**src/cmp_pkg.sv**
```systemverilog
// package: register map, field layout, reset values and timing of the comparator block
// Overview of operation
// - result is one when positive input exceeds negative; readable and routable to pin
// - positive input picks one of two pins; negative picks pin or reference
// - after enable, result and change flag are unsettled for 10 us
// - a disabled comparator shows a result of one
// - low result at disable gives a rising edge that sets the change flag
// - reference offers eight levels, each comparator with its own level
// - each config register holds a change flag set on every result change outside the settle time
// - both comparators share one interrupt; software reads both flags
// - comparators stay on in idle and power-down; total power-down disables both
// - unmasked change outside total power-down interrupts and wakes the processor
// - bit 5 of auxiliary power control switches all comparators off
package cmp_pkg;

  localparam int unsigned ADDR_W = 8;
  localparam int unsigned N_CMP  = 2;
  localparam int unsigned REF_W  = 3;

  // register byte offsets
  localparam logic [7:0] CFG0_OFS = 8'h00;
  localparam logic [7:0] CFG1_OFS = 8'h04;
  localparam logic [7:0] REF_OFS  = 8'h08;
  localparam logic [7:0] STAT_OFS = 8'h0C;
  localparam logic [7:0] MASK_OFS = 8'h10;
  localparam logic [7:0] PWR_OFS  = 8'h14;

  // fields of a comparator configuration register
  localparam int unsigned CFG_EN_BIT   = 0;
  localparam int unsigned CFG_POS_BIT  = 1;
  localparam int unsigned CFG_NREF_BIT = 2;
  localparam int unsigned CFG_PIN_BIT  = 3;
  localparam int unsigned CFG_FLAG_BIT = 4;
  localparam int unsigned CFG_RES_BIT  = 5;
  localparam int unsigned CFG_SET_BIT  = 6;

  // reference select fields and power control bit
  localparam int unsigned REF0_LSB    = 0;
  localparam int unsigned REF1_LSB    = 4;
  localparam int unsigned PWR_OFF_BIT = 5;

  // values after reset
  localparam logic [3:0] CFG_RST  = 4'h0;
  localparam logic [7:0] REF_RST  = 8'h00;
  localparam logic [7:0] PWR_RST  = 8'h00;
  localparam logic [1:0] MASK_RST = 2'h0;

  // bus answers
  localparam logic [1:0] RESP_OKAY   = 2'h0;
  localparam logic [1:0] RESP_SLVERR = 2'h2;

  // settling time, counted in core clock cycles, rounded up
  localparam int unsigned CLK_PERIOD_NS = 10;
  localparam int unsigned SETTLE_NS     = 10000;
  localparam int unsigned SETTLE_CYC    = (SETTLE_NS + CLK_PERIOD_NS - 1) / CLK_PERIOD_NS;
  localparam int unsigned SETTLE_W      = 10;

endpackage

```
**src/cmp_channel.sv**
```systemverilog
// one comparator: result sampling, change detection and settle timer
`timescale 1ns/1ps
module cmp_channel (
  input  wire  logic core_clk,  // core clock
  input  wire  logic rst,       // async reset, active high
  input  wire  logic on,        // comparator effectively enabled
  input  wire  logic raw,       // analog decision, synchronous
  output logic       result_r,  // sampled result
  output logic       settled_r, // settle time has passed
  output logic       change     // result differs from previous sample, outside settling
);
  import cmp_pkg::*;

  localparam logic [SETTLE_W-1:0] SETTLE_MAX = SETTLE_W'(SETTLE_CYC);

  logic                prev_r;
  logic [SETTLE_W-1:0] cnt_r;

  // sample once per clock; a switched-off comparator reads high
  always_ff @(posedge core_clk or posedge rst) begin
    if (rst) begin
      result_r <= 1'b1;
      prev_r   <= 1'b1;
    end else begin
      result_r <= on ? raw : 1'b1;
      prev_r   <= result_r;
    end
  end

  // settle timer restarts on every enable
  always_ff @(posedge core_clk or posedge rst) begin
    if (rst) begin
      cnt_r     <= '0;
      settled_r <= 1'b0;
    end else if (!on) begin
      cnt_r     <= '0;
      settled_r <= 1'b0;
    end else if (cnt_r != SETTLE_MAX) begin
      cnt_r     <= cnt_r + 1'b1;
      settled_r <= 1'b0;
    end else begin
      settled_r <= 1'b1;
    end
  end

  // changes while still settling are noise; the disable edge is kept
  assign change = (result_r != prev_r) && !(on && !settled_r);
endmodule

```
**src/dual_comparator_control.sv**
```systemverilog
// top of the comparator block: bus slave, registers, flags, interrupt and analog controls
`timescale 1ns/1ps
module dual_comparator_control (
  input  wire  logic                      core_clk,        // core clock, 100 MHz
  input  wire  logic                      rst,             // async reset, active high
  // axi4-lite write address
  input  wire  logic [cmp_pkg::ADDR_W-1:0] s_axi_awaddr,   // write address
  input  wire  logic                      s_axi_awvalid,   // write address valid
  output logic                            s_axi_awready,   // write address ready
  // axi4-lite write data
  input  wire  logic [31:0]               s_axi_wdata,     // write data
  input  wire  logic [3:0]                s_axi_wstrb,     // byte strobes
  input  wire  logic                      s_axi_wvalid,    // write data valid
  output logic                            s_axi_wready,    // write data ready
  // axi4-lite write response
  output logic [1:0]                      s_axi_bresp,     // write answer
  output logic                            s_axi_bvalid,    // write answer valid
  input  wire  logic                      s_axi_bready,    // write answer ready
  // axi4-lite read
  input  wire  logic [cmp_pkg::ADDR_W-1:0] s_axi_araddr,   // read address
  input  wire  logic                      s_axi_arvalid,   // read address valid
  output logic                            s_axi_arready,   // read address ready
  output logic [31:0]                     s_axi_rdata,     // read data
  output logic [1:0]                      s_axi_rresp,     // read answer
  output logic                            s_axi_rvalid,    // read data valid
  input  wire  logic                      s_axi_rready,    // read data ready
  // power mode inputs from the power manager
  input  wire  logic                      idle_mode,       // processor idle
  input  wire  logic                      pwrdn_mode,      // power-down
  input  wire  logic                      total_pwrdn,     // total power-down
  // analog side
  input  wire  logic [1:0]                cmp_raw,         // decisions per comparator
  output logic [1:0]                      cmp_on_r,        // bias on per comparator
  output logic [1:0]                      pos_sel_r,       // positive pin choice
  output logic [1:0]                      neg_ref_r,       // negative from reference
  output logic [2:0]                      ref_level0_r,    // reference level, cmp 0
  output logic [2:0]                      ref_level1_r,    // reference level, cmp 1
  output logic [1:0]                      result_pin_r,    // result to pin
  output logic [1:0]                      result_pin_oe_r, // result pin drive
  // processor side
  output logic                            irq_r,           // shared interrupt, level
  output logic                            wake_r           // wake from idle/power-down
);
  import cmp_pkg::*;

  // write channel state
  logic [ADDR_W-1:0] aw_addr_r;
  logic [31:0]       w_data_r;
  logic [3:0]        w_strb_r;
  logic              wr_go;
  logic              wr_hit;

  // register state
  logic [3:0]        cfg_r [N_CMP];
  logic [7:0]        ref_r;
  logic [7:0]        pwr_r;
  logic [1:0]        mask_r;
  logic [1:0]        flag_r;
  logic [1:0]        flag_nxt;
  logic              tpd_prev_r;

  // per comparator wires
  logic [1:0]        result;
  logic [1:0]        settled;
  logic [1:0]        change;
  logic [1:0]        on;

  // read decode
  logic [31:0]       rd_data_nxt;
  logic              rd_hit;

  // a write happens once both halves are held and no answer is pending
  assign wr_go = !s_axi_awready && !s_axi_wready && !s_axi_bvalid;

  // write address and data are taken independently, in any order
  always_ff @(posedge core_clk or posedge rst) begin
    if (rst) begin
      s_axi_awready <= 1'b1;
      aw_addr_r     <= '0;
    end else if (s_axi_awvalid && s_axi_awready) begin
      s_axi_awready <= 1'b0;
      aw_addr_r     <= s_axi_awaddr;
    end else if (s_axi_bvalid && s_axi_bready) begin
      s_axi_awready <= 1'b1;
    end
  end

  always_ff @(posedge core_clk or posedge rst) begin
    if (rst) begin
      s_axi_wready <= 1'b1;
      w_data_r     <= '0;
      w_strb_r     <= '0;
    end else if (s_axi_wvalid && s_axi_wready) begin
      s_axi_wready <= 1'b0;
      w_data_r     <= s_axi_wdata;
      w_strb_r     <= s_axi_wstrb;
    end else if (s_axi_bvalid && s_axi_bready) begin
      s_axi_wready <= 1'b1;
    end
  end

  // known offsets answer okay, anything else slave error
  always_comb begin
    case (aw_addr_r)
      CFG0_OFS, CFG1_OFS, REF_OFS, STAT_OFS, MASK_OFS, PWR_OFS: wr_hit = 1'b1;
      default: wr_hit = 1'b0;
    endcase
  end

  // write answer one cycle after both halves are in
  always_ff @(posedge core_clk or posedge rst) begin
    if (rst) begin
      s_axi_bvalid <= 1'b0;
      s_axi_bresp  <= RESP_OKAY;
    end else if (wr_go) begin
      s_axi_bvalid <= 1'b1;
      s_axi_bresp  <= wr_hit ? RESP_OKAY : RESP_SLVERR;
    end else if (s_axi_bready) begin
      s_axi_bvalid <= 1'b0;
    end
  end

  // register writes; only the low byte lane carries fields
  logic wr_lo;
  assign wr_lo = wr_go && w_strb_r[0];

  always_ff @(posedge core_clk or posedge rst) begin
    if (rst) begin
      ref_r  <= REF_RST;
      pwr_r  <= PWR_RST;
      mask_r <= MASK_RST;
    end else begin
      if (wr_lo && aw_addr_r == REF_OFS) begin
        ref_r <= w_data_r[7:0];
      end
      if (wr_lo && aw_addr_r == PWR_OFS) begin
        pwr_r <= w_data_r[7:0];
      end
      if (wr_lo && aw_addr_r == MASK_OFS) begin
        mask_r <= w_data_r[1:0];
      end
    end
  end

  // edge of total power-down entry
  always_ff @(posedge core_clk or posedge rst) begin
    if (rst) begin
      tpd_prev_r <= 1'b0;
    end else begin
      tpd_prev_r <= total_pwrdn;
    end
  end

  // per comparator: configuration, channel, flag and analog controls
  for (genvar i = 0; i < N_CMP; i++) begin : g_cmp
    logic [7:0] cfg_ofs;
    logic       wr_cfg;
    logic       clr;

    assign cfg_ofs = (i == 0) ? CFG0_OFS : CFG1_OFS;
    assign wr_cfg  = wr_lo && aw_addr_r == cfg_ofs;

    // entry to total power-down wins over a software write
    always_ff @(posedge core_clk or posedge rst) begin
      if (rst) begin
        cfg_r[i] <= CFG_RST;
      end else if (total_pwrdn && !tpd_prev_r) begin
        cfg_r[i][CFG_EN_BIT] <= 1'b0;
      end else if (wr_cfg) begin
        cfg_r[i] <= w_data_r[3:0];
      end
    end

    // effective enable: off bit and total power-down override software
    assign on[i] = cfg_r[i][CFG_EN_BIT] && !pwr_r[PWR_OFF_BIT] &&
                   !total_pwrdn;

    cmp_channel u_chan (
      .core_clk  (core_clk),
      .rst       (rst),
      .on        (on[i]),
      .raw       (cmp_raw[i]),
      .result_r  (result[i]),
      .settled_r (settled[i]),
      .change    (change[i])
    );

    // flag clears by zero in the config register or one in the status register
    assign clr = (wr_cfg && !w_data_r[CFG_FLAG_BIT]) ||
                 (wr_lo && aw_addr_r == STAT_OFS && w_data_r[i]);
    // a change in the clearing cycle is kept
    assign flag_nxt[i] = change[i] || (flag_r[i] && !clr);

    always_ff @(posedge core_clk or posedge rst) begin
      if (rst) begin
        flag_r[i] <= 1'b0;
      end else begin
        flag_r[i] <= flag_nxt[i];
      end
    end

    // analog and pin controls, registered so the outputs are glitch free
    always_ff @(posedge core_clk or posedge rst) begin
      if (rst) begin
        cmp_on_r[i]        <= 1'b0;
        pos_sel_r[i]       <= 1'b0;
        neg_ref_r[i]       <= 1'b0;
        result_pin_r[i]    <= 1'b1;
        result_pin_oe_r[i] <= 1'b0;
      end else begin
        cmp_on_r[i]        <= on[i];
        pos_sel_r[i]       <= cfg_r[i][CFG_POS_BIT];
        neg_ref_r[i]       <= cfg_r[i][CFG_NREF_BIT];
        result_pin_r[i]    <= result[i];
        result_pin_oe_r[i] <= cfg_r[i][CFG_PIN_BIT];
      end
    end

  end

  // each comparator picks its own reference level
  always_ff @(posedge core_clk or posedge rst) begin
    if (rst) begin
      ref_level0_r <= '0;
      ref_level1_r <= '0;
    end else begin
      ref_level0_r <= ref_r[REF0_LSB +: REF_W];
      ref_level1_r <= ref_r[REF1_LSB +: REF_W];
    end
  end

  // shared interrupt and wake; total power-down blocks the wake
  always_ff @(posedge core_clk or posedge rst) begin
    if (rst) begin
      irq_r  <= 1'b0;
      wake_r <= 1'b0;
    end else begin
      irq_r  <= |(flag_r & mask_r);
      wake_r <= |(flag_r & mask_r) && !total_pwrdn && (idle_mode || pwrdn_mode);
    end
  end

  // read data view; reserved bits read zero
  always_comb begin
    rd_data_nxt = '0;
    rd_hit      = 1'b1;
    case (s_axi_araddr)
      CFG0_OFS: begin
        rd_data_nxt[3:0]          = cfg_r[0];
        rd_data_nxt[CFG_FLAG_BIT] = flag_r[0];
        rd_data_nxt[CFG_RES_BIT]  = result[0];
        rd_data_nxt[CFG_SET_BIT]  = settled[0];
      end
      CFG1_OFS: begin
        rd_data_nxt[3:0]          = cfg_r[1];
        rd_data_nxt[CFG_FLAG_BIT] = flag_r[1];
        rd_data_nxt[CFG_RES_BIT]  = result[1];
        rd_data_nxt[CFG_SET_BIT]  = settled[1];
      end
      REF_OFS:  rd_data_nxt[7:0] = ref_r;
      STAT_OFS: rd_data_nxt[1:0] = flag_r;
      MASK_OFS: rd_data_nxt[1:0] = mask_r;
      PWR_OFS:  rd_data_nxt[7:0] = pwr_r;
      default:  rd_hit = 1'b0;
    endcase
  end

  // read answer one cycle after the address is taken
  always_ff @(posedge core_clk or posedge rst) begin
    if (rst) begin
      s_axi_arready <= 1'b1;
      s_axi_rvalid  <= 1'b0;
      s_axi_rdata   <= '0;
      s_axi_rresp   <= RESP_OKAY;
    end else if (s_axi_arvalid && s_axi_arready) begin
      s_axi_arready <= 1'b0;
      s_axi_rvalid  <= 1'b1;
      s_axi_rdata   <= rd_data_nxt;
      s_axi_rresp   <= rd_hit ? RESP_OKAY : RESP_SLVERR;
    end else if (s_axi_rvalid && s_axi_rready) begin
      s_axi_arready <= 1'b1;
      s_axi_rvalid  <= 1'b0;
    end
  end
endmodule

```
**config.mk**
```make
export PLATFORM = sky130hd
export DESIGN_NAME = dual_comparator_control
export DESIGN_NICKNAME = d
export VERILOG_FILES = /design/src/cmp_pkg.sv /design/src/cmp_channel.sv /design/src/dual_comparator_control.sv
export SDC_FILE = /design/constraint.sdc
export NUM_CORES = 1
export LEC_CHECK = 0
export BUFFER_PORTS_ARGS = -buffer_cell sky130_fd_sc_hd__buf_2
export CAP_MARGIN = 20
export CORE_MARGIN = 4
export CORE_UTILIZATION = 34
export CTS_BUF_LIST = sky130_fd_sc_hd__clkbuf_4
export CTS_CLUSTER_DIAMETER = 30
export DETAILED_ROUTE_END_ITERATION = 10
export GPL_TIMING_DRIVEN = 1
export HOLD_SLACK_MARGIN = 0.08
export PLACE_DENSITY = 0.65
export RECOVER_POWER = 50
export SYNTH_ARGS = -nofsm -noshare
export SYNTH_HDL_FRONTEND = slang
export SYNTH_SLANG_ARGS = --single-unit
```
**constraint.sdc**
```tcl
create_clock -name core_clk -period 7 [get_ports core_clk]
set_clock_uncertainty 0.15 [all_clocks]
set_input_delay 0.7 -clock core_clk [delete_from_list [all_inputs] [get_ports core_clk]]
set_output_delay 0.7 -clock core_clk [all_outputs]
set_load 0.02 [all_outputs]
```
==> qor.yml, run 1 <==
gp_congestion: 0.756
holdPathEnd: "tpd_prev_r"
hold_start: "total_pwrdn"
rsz0062_at_grt: "no"
initial_core_util: 0.353
min-delay-path-class: "input pin to register"
ys_ff_latch: 103
final-setup-viol-count: 0
rrSetupSlack_ns: 4.31
dpl.hpwl_um: 6400
synth_top_cells_by_area: "dfrtp_1, mux2_2, buf_4"
drt_iter0_markers: 154
wl_per_cell_um: 13.8
drt_wl_total_um: 8670
cts-buffers-inserted: 9
yosys_warnings: 0
crit_required_ns: 7.19
syn-instance-count: 383
end_kind: "register"
hold_depth: 1
clock_latency_ns: 0.45
finalCritPeriodShare: 0.384
layout_commonest_cell: "dfrtp_1"
start_kind: "register"
path_clk_slew_ns: 0.15
fill_cells: 1286
reg2reg_depth: 4
min_period_ns: 2.69
drc: 0
grt_max_degree: 86
via_per_inst: 4.64
fin_tns_setup_ns: 0
die_w_um: 123
holdWs_ns: 0.238
synth_top_area_frac: 0.530
grt_usage: 0.118
fin_nets: 520
finalHoldViolCount: 0
detailedRoute.firstPassIterationCount: 4
clk_path_buf_depth: 2
avgSynthCellArea_um2: 11.8
fp.dieH_um: 123
std_cell_rows: 41
synth.cell_area_um2: 4530
crit_arrival_ns: 2.88
final_cell_mix: "dfrtp_1, buf_2, mux2_2"
crit_fanout: 8
p_total_mw: 1.33
cp_slowest_stage_delay_ns: 0.63
fmax_mhz: 372
vias: 2921
finalInstanceArea_um2: 5080
critPathKind: "register to register"
cts_resized: 0
die_area_um2: 15200
antenna_found_initial: 0
ys_seq_area_frac: 0.571
cts.root.buffer_cell: "clkbuf_4"
io_buffers: 69
p_leak_nw: 2.40
grt_pass1_wl_um: 13900
worstMarginPinSlew_ns: 0.825
htree_levels: 3
startpoint: "s_axi_bvalid"
ant_nets: 0
grt_overflow: 0
cp_slowest_cell: "nor3_2"
core_um2: 12800
synth_top_area_cell: "dfrtp_1"
slew_violations: 0
syn2layout_area_growth_pct: 12.2
cts_tree: "yes"
grt_pass1_vias: 2811
status: "complete, no violations"
cts-hold-fix-buffers: 1
placed_cell_area_um2: 4930
cts_setup_buffers: 0
antenna_cells: 0
crit-reg2reg-launch: "s_axi_bvalid"
drive_gt1_frac: 0.287
slew_headroom: 0.447
p_per_area_nw_per_um2: 261
register_area_um2: 2590
io-pin-count: 123
synth_cell_types: 45
r2r_end: "pwr_r[0]"
vdd_drop_max_v: 0.0000672
multiInputGateArea_um2: 1730
maxCapViolations: 0
crit_chain: "or4_1 > or2_1 > nor3_2 > mux2_2"
cts_sinks: 103
==> cell type report <==
cell class / instances / share of cell area
clock buffer: 11 / 0.0162
clock inverter: 5 / 0.00689
inverter: 12 / 0.00911
multi-input combinational: 254 / 0.341
sequential: 103 / 0.509
tap: 172 / 0.0423
timing repair buffer: 72 / 0.0758
==> routing by layer <==
layer / wire length, um / up-vias / global-route usage / share of wire
met5: 0 / - / 0 / 0
met4: 140 / 0 / 0.0457 / 0.016
met3: 550 / 12 / 0.0329 / 0.063
met2: 4260 / 73 / 0.189 / 0.49
met1: 3720 / 1422 / 0.151 / 0.43
li1: - / 1414 / - / -
==> flip-flops by register name, summed over array words and instances, names as in the netlist, 2 cells and up <==
name and count:
neg_ref_r 2, pos_sel_r 2, ref_level1_r 3, s_axi_rdata 8
ref_level0_r 3, ref_r 8, result_pin_oe_r 2, flag_r 2
g_cmp.u_chan.result_r 2, cfg_r 8, g_cmp.u_chan.cnt_r 20, mask_r 2
cmp_on_r 2, pwr_r 8, aw_addr_r 8, g_cmp.u_chan.settled_r 2
w_data_r 8, g_cmp.u_chan.prev_r 2
==> critical path: cells and delay by family, from the launching register on <==
| kind | cells | cell delay (ns) |
|---|---|---|
| flops | 1 | 0.45 |
| mux | 1 | 0.41 |
| simple gates | 3 | 1.56 |
==> cells by family after synthesis <==
group	count (synthesis)	synth area share
AO/OA/AOI/OAI	38	0.0511
XOR/XNOR	16	0.0309
adder cells (fa/ha/maj)	4	0.0110
buffers and inverters	51	0.0674
flip-flops	103	0.571
multiplexers	59	0.142
other	1	0.000828
AND/OR/NAND/NOR	111	0.126
==> stage by stage <==
| step | utilization | setup slack [ns] | std cells |
|---|---|---|---|
| detailed placement | 0.385 | 4.34 | 611 |
| floorplan | - | 3.46 | 408 |
| global placement | 0.385 | 4.34 | 611 |
| global route | 0.396 | 4.17 | 629 |
| CTS | 0.395 | 4.28 | 628 |
| finish | 0.396 | 4.31 | 629 |
==> synthesized netlist by cell type <==
cell / number
buf_6: 1
a22o_1: 1
nor3_2: 1
and3_1: 3
o21ai_0: 15
buf_1: 2
or4_1: 2
nor3b_1: 5
mux2i_1: 16
nand4b_1: 1
xor2_1: 6
mux2_2: 37
a22oi_1: 1
or2_1: 1
o22ai_1: 2
inv_1: 12
o31ai_1: 2
nand3_1: 7
buf_4: 28
mux2_1: 6
a211oi_1: 6
or3b_2: 1
a21oi_1: 8
dfstp_2: 7
or2_2: 2
a41o_1: 1
nor3_1: 13
nor4_1: 3
conb_1: 1
nand3b_1: 2
buf_2: 1
dfrtp_1: 96
nand2_1: 26
nand4_1: 2
nor2b_1: 2
or3_1: 4
xnor2_1: 10
clkbuf_1: 7
nand2b_1: 3
or4_4: 3
ha_1: 4
nor2_1: 29
and4_1: 1
o211a_1: 1
a21o_1: 1
==> worst max-delay path by stage <==
stage | end | slack (ns) | cells after the start
after floorplan | aw_addr_r[0] | 3.46 | 1
after global placement | pwr_r[6] | 4.34 | 4
after detailed placement | pwr_r[2] | 4.34 | 4
after CTS | pwr_r[2] | 4.28 | 4
after global routing | pwr_r[0] | 4.17 | 4
final | pwr_r[0] | 4.31 | 4
==> power by group <==
group          total (mW)  leakage (nW)  switching (mW)  internal [mW]
clock               0.269        0.0567           0.189         0.0805
combinational       0.268         0.990           0.142          0.126
sequential          0.792          1.35          0.0908          0.701
total                1.33          2.40           0.421          0.908
(Power assumes the default switching activity.)
==> run 2: changes to the inputs <==
==> constraint.sdc (replaced) <==
create_clock -name core_clk -period 2.7 [get_ports core_clk]
set_clock_uncertainty 0.15 [all_clocks]
set_input_delay 0.27 -clock core_clk [delete_from_list [all_inputs] [get_ports core_clk]]
set_output_delay 0.27 -clock core_clk [all_outputs]
set_load 0.02 [all_outputs]
==> run 2 against run 1 <==
Total power grew to 2.7 times the previous value. Worst setup slack worse by 4.2 ns. Clock power grew to 2.9 times the previous value. Critical endpoint is now ref_r[2]. Largest cell class unchanged. Highest routed layer unchanged.
==> qor.yml, run 2 (synthesized netlist as in run 1, its figures left out) <==
min_period_ns: 2.57
detailedRoute.firstPassIterationCount: 4
cts_sinks: 103
critPathKind: "register to register"
power_switching_mw: 1.10
path_clk_slew_ns: 0.14
placed_cell_area_um2: 4970
end_kind: "register"
cts_resized: 0
syn2layout_area_growth_pct: 19.0
cts.root.buffer_cell: "clkbuf_4"
antenna_cells: 0
die_area_um2: 15200
crit_fanout: 8
combPwrFrac: 0.207
path_buf_inv: 0
crit_chain: "or4_1 > or2_1 > or3_1 > mux2_2"
ant_nets: 0
drt_wl_total_um: 9440
final-setup-viol-count: 0
final_cell_mix: "dfrtp_1, buf_2, mux2_2"
sw_frac_of_total: 0.307
slew_headroom: 0.289
largest_reg_flops: 20
htree_levels: 3
gp_congestion: 0.764
std_cell_rows: 41
rrSetupSlack_ns: 0.13
start_kind: "register"
rsz0062_at_grt: "no"
fin_tns_setup_ns: 0
cts_setup_buffers: 0
drt_iter0_markers: 127
grt_pass1_vias: 3099
maxCapViolations: 0
fill_cells: 1281
fp.dieH_um: 123
worstMarginPinSlew_ns: 1.07
fin_nets: 555
grt_pass1_wl_um: 15000
wl_per_cell_um: 14.2
cp.depth: 4
clk_path_buf_depth: 2
vdd_drop_max_v: 0.000203
finalHoldViolCount: 0
dpl.hpwl_um: 6780
grt_usage: 0.127
crit-reg2reg-launch: "s_axi_bvalid"
die_w_um: 123
clock_latency_ns: 0.45
io_buffers: 69
final.setup.worst_slack_ns: 0.135
crit_required_ns: 2.88
crit_family: "simple AND/OR/NAND/NOR gates"
initial_core_util: 0.353
p_leak_nw: 2.45
internal_power_mw: 2.49
finalInstanceArea_um2: 5390
cts_tree: "yes"
fmax_mhz: 390
layout_commonest_cell: "dfrtp_1"
p_per_area_nw_per_um2: 666
slew_violations: 0
grt_max_degree: 46
status: "complete, no violations"
regMostFlops: "g_cmp.u_chan.cnt_r"
io-pin-count: 123
finalCritPeriodShare: 0.950
antenna_found_initial: 0
r2r_end: "ref_r[2]"
min-delay-path-class: "input pin to register"
reg2reg_depth: 4
post-place-ws_ns: 0.161
grt_overflow: 0
via_per_inst: 4.68
p_clk_frac: 0.217
core_um2: 12800
p_seq_frac: 0.576
drive_gt1_frac: 0.220
vias: 3109
drc: 0
setup.worst_path.end: "ref_r[2]"
cp_slowest_stage_delay_ns: 0.59
cts-buffers-inserted: 9
startpoint: "s_axi_bvalid"
crit_arrival_ns: 2.75
cp_slowest_cell: "or4_1"
-- run 2: cell count changes in the layout (fill, tap and decap cells not counted), sizes merged --
cell         previous run  this run
clkbuf                 13        42
buf                    69        43
clkinvlp                4         2
dlygate4sd3             1        34
bufinv                  0         1
-- run 2: timing repair --
| item | 4_1_cts | 5_1_grt |
|---|---|---|
| endpoints found under the hold margin | 126 | 0 |
| endpoints found under the setup margin | 0 | 0 |
| hold buffers | 34 | 0 |
-- run 2: layer usage --
layer	up-vias	share of wire	global-route usage
met4	0	0.020	0.0567
met3	17	0.052	0.0256
met5	-	0	0
met1	1542	0.43	0.159
li1	1476	-	-
met2	74	0.50	0.214
-- run 2: cell type report --
| type | count | area, um2 | area share |
|---|---|---|---|
| sequential | 103 | 2590 | 0.480 |
| multi-input combinational | 254 | 1730 | 0.321 |
| timing repair buffer | 107 | 676 | 0.125 |
| tap | 172 | 215 | 0.0399 |
| clock buffer | 12 | 90.1 | 0.0167 |
| clock inverter | 4 | 46.3 | 0.00858 |
| inverter | 12 | 46.3 | 0.00858 |
-- run 2: how the worst min path moves through the flow --
stage | start | slack [ns] | depth (start not counted) | endpoint
6_report | s_axi_araddr[4] | 0.23 | 4 | s_axi_rdata[2]
3_5_place_dp | rst | 0.02 | 2 | ref_level1_r[2]
4_1_cts | s_axi_araddr[4] | 0.19 | 4 | s_axi_rdata[2]
2_1_floorplan | total_pwrdn | 0.15 | 0 | tpd_prev_r
5_1_grt | s_axi_araddr[6] | 0.23 | 4 | s_axi_rdata[5]
3_3_place_gp | rst | 0.02 | 2 | ref_level1_r[2]
-- run 2: worst reg2reg max path, stage by stage (launching register included) --
cell	delay, ns
dfrtp_1	0.45
or4_1	0.59
or2_1	0.34
or3_1	0.59
mux2_2	0.35
-- run 2: power by group through the flow --
stage               registers (mW)  logic, mW  clock network (mW)
CTS                           2.07      0.771               0.811
global placement              2.08      0.693                   0
global route                  2.11      0.814               0.877
floorplan                     2.11      0.475                   0
detailed placement            2.10      0.712                   0
finish                        2.07      0.742               0.780
-- run 2: metrics by stage --
stage / instances / util / power (mW) / hold slack, ns
4_1_cts: 664 / 0.425 / 3.65 / 0.194
6_report: 664 / 0.420 / 3.59 / 0.226
3_5_place_dp: 614 / 0.388 / 2.81 / 0.0153
3_3_place_gp: 614 / 0.388 / 2.78 / 0.0177
2_1_floorplan: 408 / - / 2.58 / 0.151
5_1_grt: 664 / 0.420 / 3.80 / 0.235
==> run 3: changes to the inputs <==
--- a/config.mk
+++ b/config.mk
@@ -12,10 +12,11 @@
 export CTS_BUF_LIST = sky130_fd_sc_hd__clkbuf_4
 export CTS_CLUSTER_DIAMETER = 30
 export DETAILED_ROUTE_END_ITERATION = 10
-export GPL_TIMING_DRIVEN = 1
+export GPL_TIMING_DRIVEN = 0
 export HOLD_SLACK_MARGIN = 0.08
 export PLACE_DENSITY = 0.65
 export RECOVER_POWER = 50
+export SLEW_MARGIN = 40
 export SYNTH_ARGS = -nofsm -noshare
 export SYNTH_HDL_FRONTEND = slang
 export SYNTH_SLANG_ARGS = --single-unit
==> run 3 against run 2 <==
Count of clock-buffer cells in the layout shrank 1. Largest cell class unchanged. Critical endpoint is now cfg_r[2]. Largest power group unchanged. Design area grew 6.1%. Sequential power is essentially flat.
==> qor.yml, run 3 (synthesized netlist as in run 1, its figures left out) <==
status: "complete, no violations"
placed_cell_area_um2: 5300
slew_headroom: 0.325
antenna_found_initial: 0
vdd_drop_max_v: 0.000215
slew_violations: 0
hold_start: "g_cmp[1].u_chan.result_r"
finalCritPeriodShare: 0.955
grt_pass1_wl_um: 15400
crit_fanout: 8
worstMarginPinSlew_ns: 1.01
die_area_um2: 15200
crit_arrival_ns: 2.75
std_cell_rows: 41
io_buffers: 66
post-place-ws_ns: -0.0130
largest_reg_flops: 20
min-delay-path-class: "register to register"
holdPathEnd: "g_cmp[1].u_chan.prev_r"
fp.dieH_um: 123
drt_iter0_markers: 161
reg2reg_depth: 5
grt_usage: 0.128
start_kind: "register"
crit_required_ns: 2.87
cts.root.buffer_cell: "clkbuf_4"
multiInputGateArea_um2: 1740
fill_cells: 1237
p_total_mw: 3.71
antenna_cells: 0
p_per_area_nw_per_um2: 648
crit-reg2reg-launch: "s_axi_bvalid"
vias: 3135
rrSetupSlack_ns: 0.12
p_leak_nw: 2.65
htree_levels: 3
cts_sinks: 103
via_per_inst: 4.47
fin_tns_setup_ns: 0
gp_congestion: 0.762
layout_commonest_cell: "dfrtp_1"
detailedRoute.firstPassIterationCount: 4
clock_latency_ns: 0.43
initial_core_util: 0.353
fin_nets: 592
r2r_end: "cfg_r[2]"
grt_pass1_vias: 3210
die_w_um: 123
final.setup.worst_slack_ns: 0.121
wl_per_cell_um: 13.0
end_kind: "register"
final-setup-viol-count: 0
critPathKind: "register to register"
clk_path_buf_depth: 2
syn2layout_area_growth_pct: 26.3
finalInstanceArea_um2: 5720
cts_setup_buffers: 0
drive_gt1_frac: 0.253
core_um2: 12800
min_period_ns: 2.58
regMostFlops: "g_cmp.u_chan.cnt_r"
ant_nets: 0
io-pin-count: 123
drt_wl_total_um: 9110
maxCapViolations: 0
cts_tree: "yes"
drc: 0
finalHoldViolCount: 0
register_area_um2: 2590
final_cell_mix: "dfrtp_1, clkbuf_1, buf_2"
cts-buffers-inserted: 9
holdWs_ns: 0.257
rsz0062_at_grt: "no"
fmax_mhz: 388
grt_max_degree: 23
dpl.hpwl_um: 6910
hold_depth: 0
path_clk_slew_ns: 0.15
grt_overflow: 0
-- run 3: where the power goes --
group	switching [mW]	total, mW	internal (mW)
Combinational	0.410	0.807	0.397
Clock	0.463	0.853	0.391
Sequential	0.224	2.05	1.82
Total	1.10	3.71	2.61
-- run 3: what timing repair did --
item | in CTS | in global routing
endpoints found under the setup margin | 8 | 0
resized for setup | 1 | 0
hold buffers | 34 | 0
hold endpoints to repair | 89 | 0
-- run 3: final cells by class --
class,instances,area share
well taps,172,0.0376
inverters,12,0.00809
clock buffers,11,0.0144
flip-flops and latches,103,0.452
clock inverters,5,0.0127
plain buffers,39,0.0455
repair buffers,105,0.126
multi-input cells,254,0.304
-- run 3: worst max-delay path by stage --
stage,start,endpoint,slack (ns),cells past startpoint
global route,s_axi_bvalid,cfg_r[2],0.04,5
global placement,s_axi_bvalid,pwr_r[6],0.04,5
CTS,s_axi_bvalid,cfg_r[2],0.12,5
floorplan,s_axi_bvalid,cfg_r[1],0.20,5
finish,s_axi_bvalid,cfg_r[2],0.12,5
detailed placement,s_axi_bvalid,pwr_r[2],-0.01,5
-- run 3: worst max-delay path: stages, from the launching register on --
cell and delay (ns):
dfrtp_1 0.46, or4_1 0.59, or2_1 0.24, buf_6 0.14
or4_4 0.55, mux2_1 0.34
-- run 3: per-stage QoR --
stage | util | cells
2_1_floorplan | - | 408
3_3_place_gp | 0.403 | 646
3_5_place_dp | 0.414 | 651
4_1_cts | 0.453 | 701
5_1_grt | 0.446 | 701
6_report | 0.446 | 701
-- run 3: layer usage --
layer / up-vias / routed length [um] / track usage
met2: 69 / 4490 / 0.216
met1: 1501 / 4050 / 0.163
met5: - / 0 / 0
li1: 1555 / - / -
met3: 10 / 448 / 0.0279
met4: 0 / 122 / 0.0450
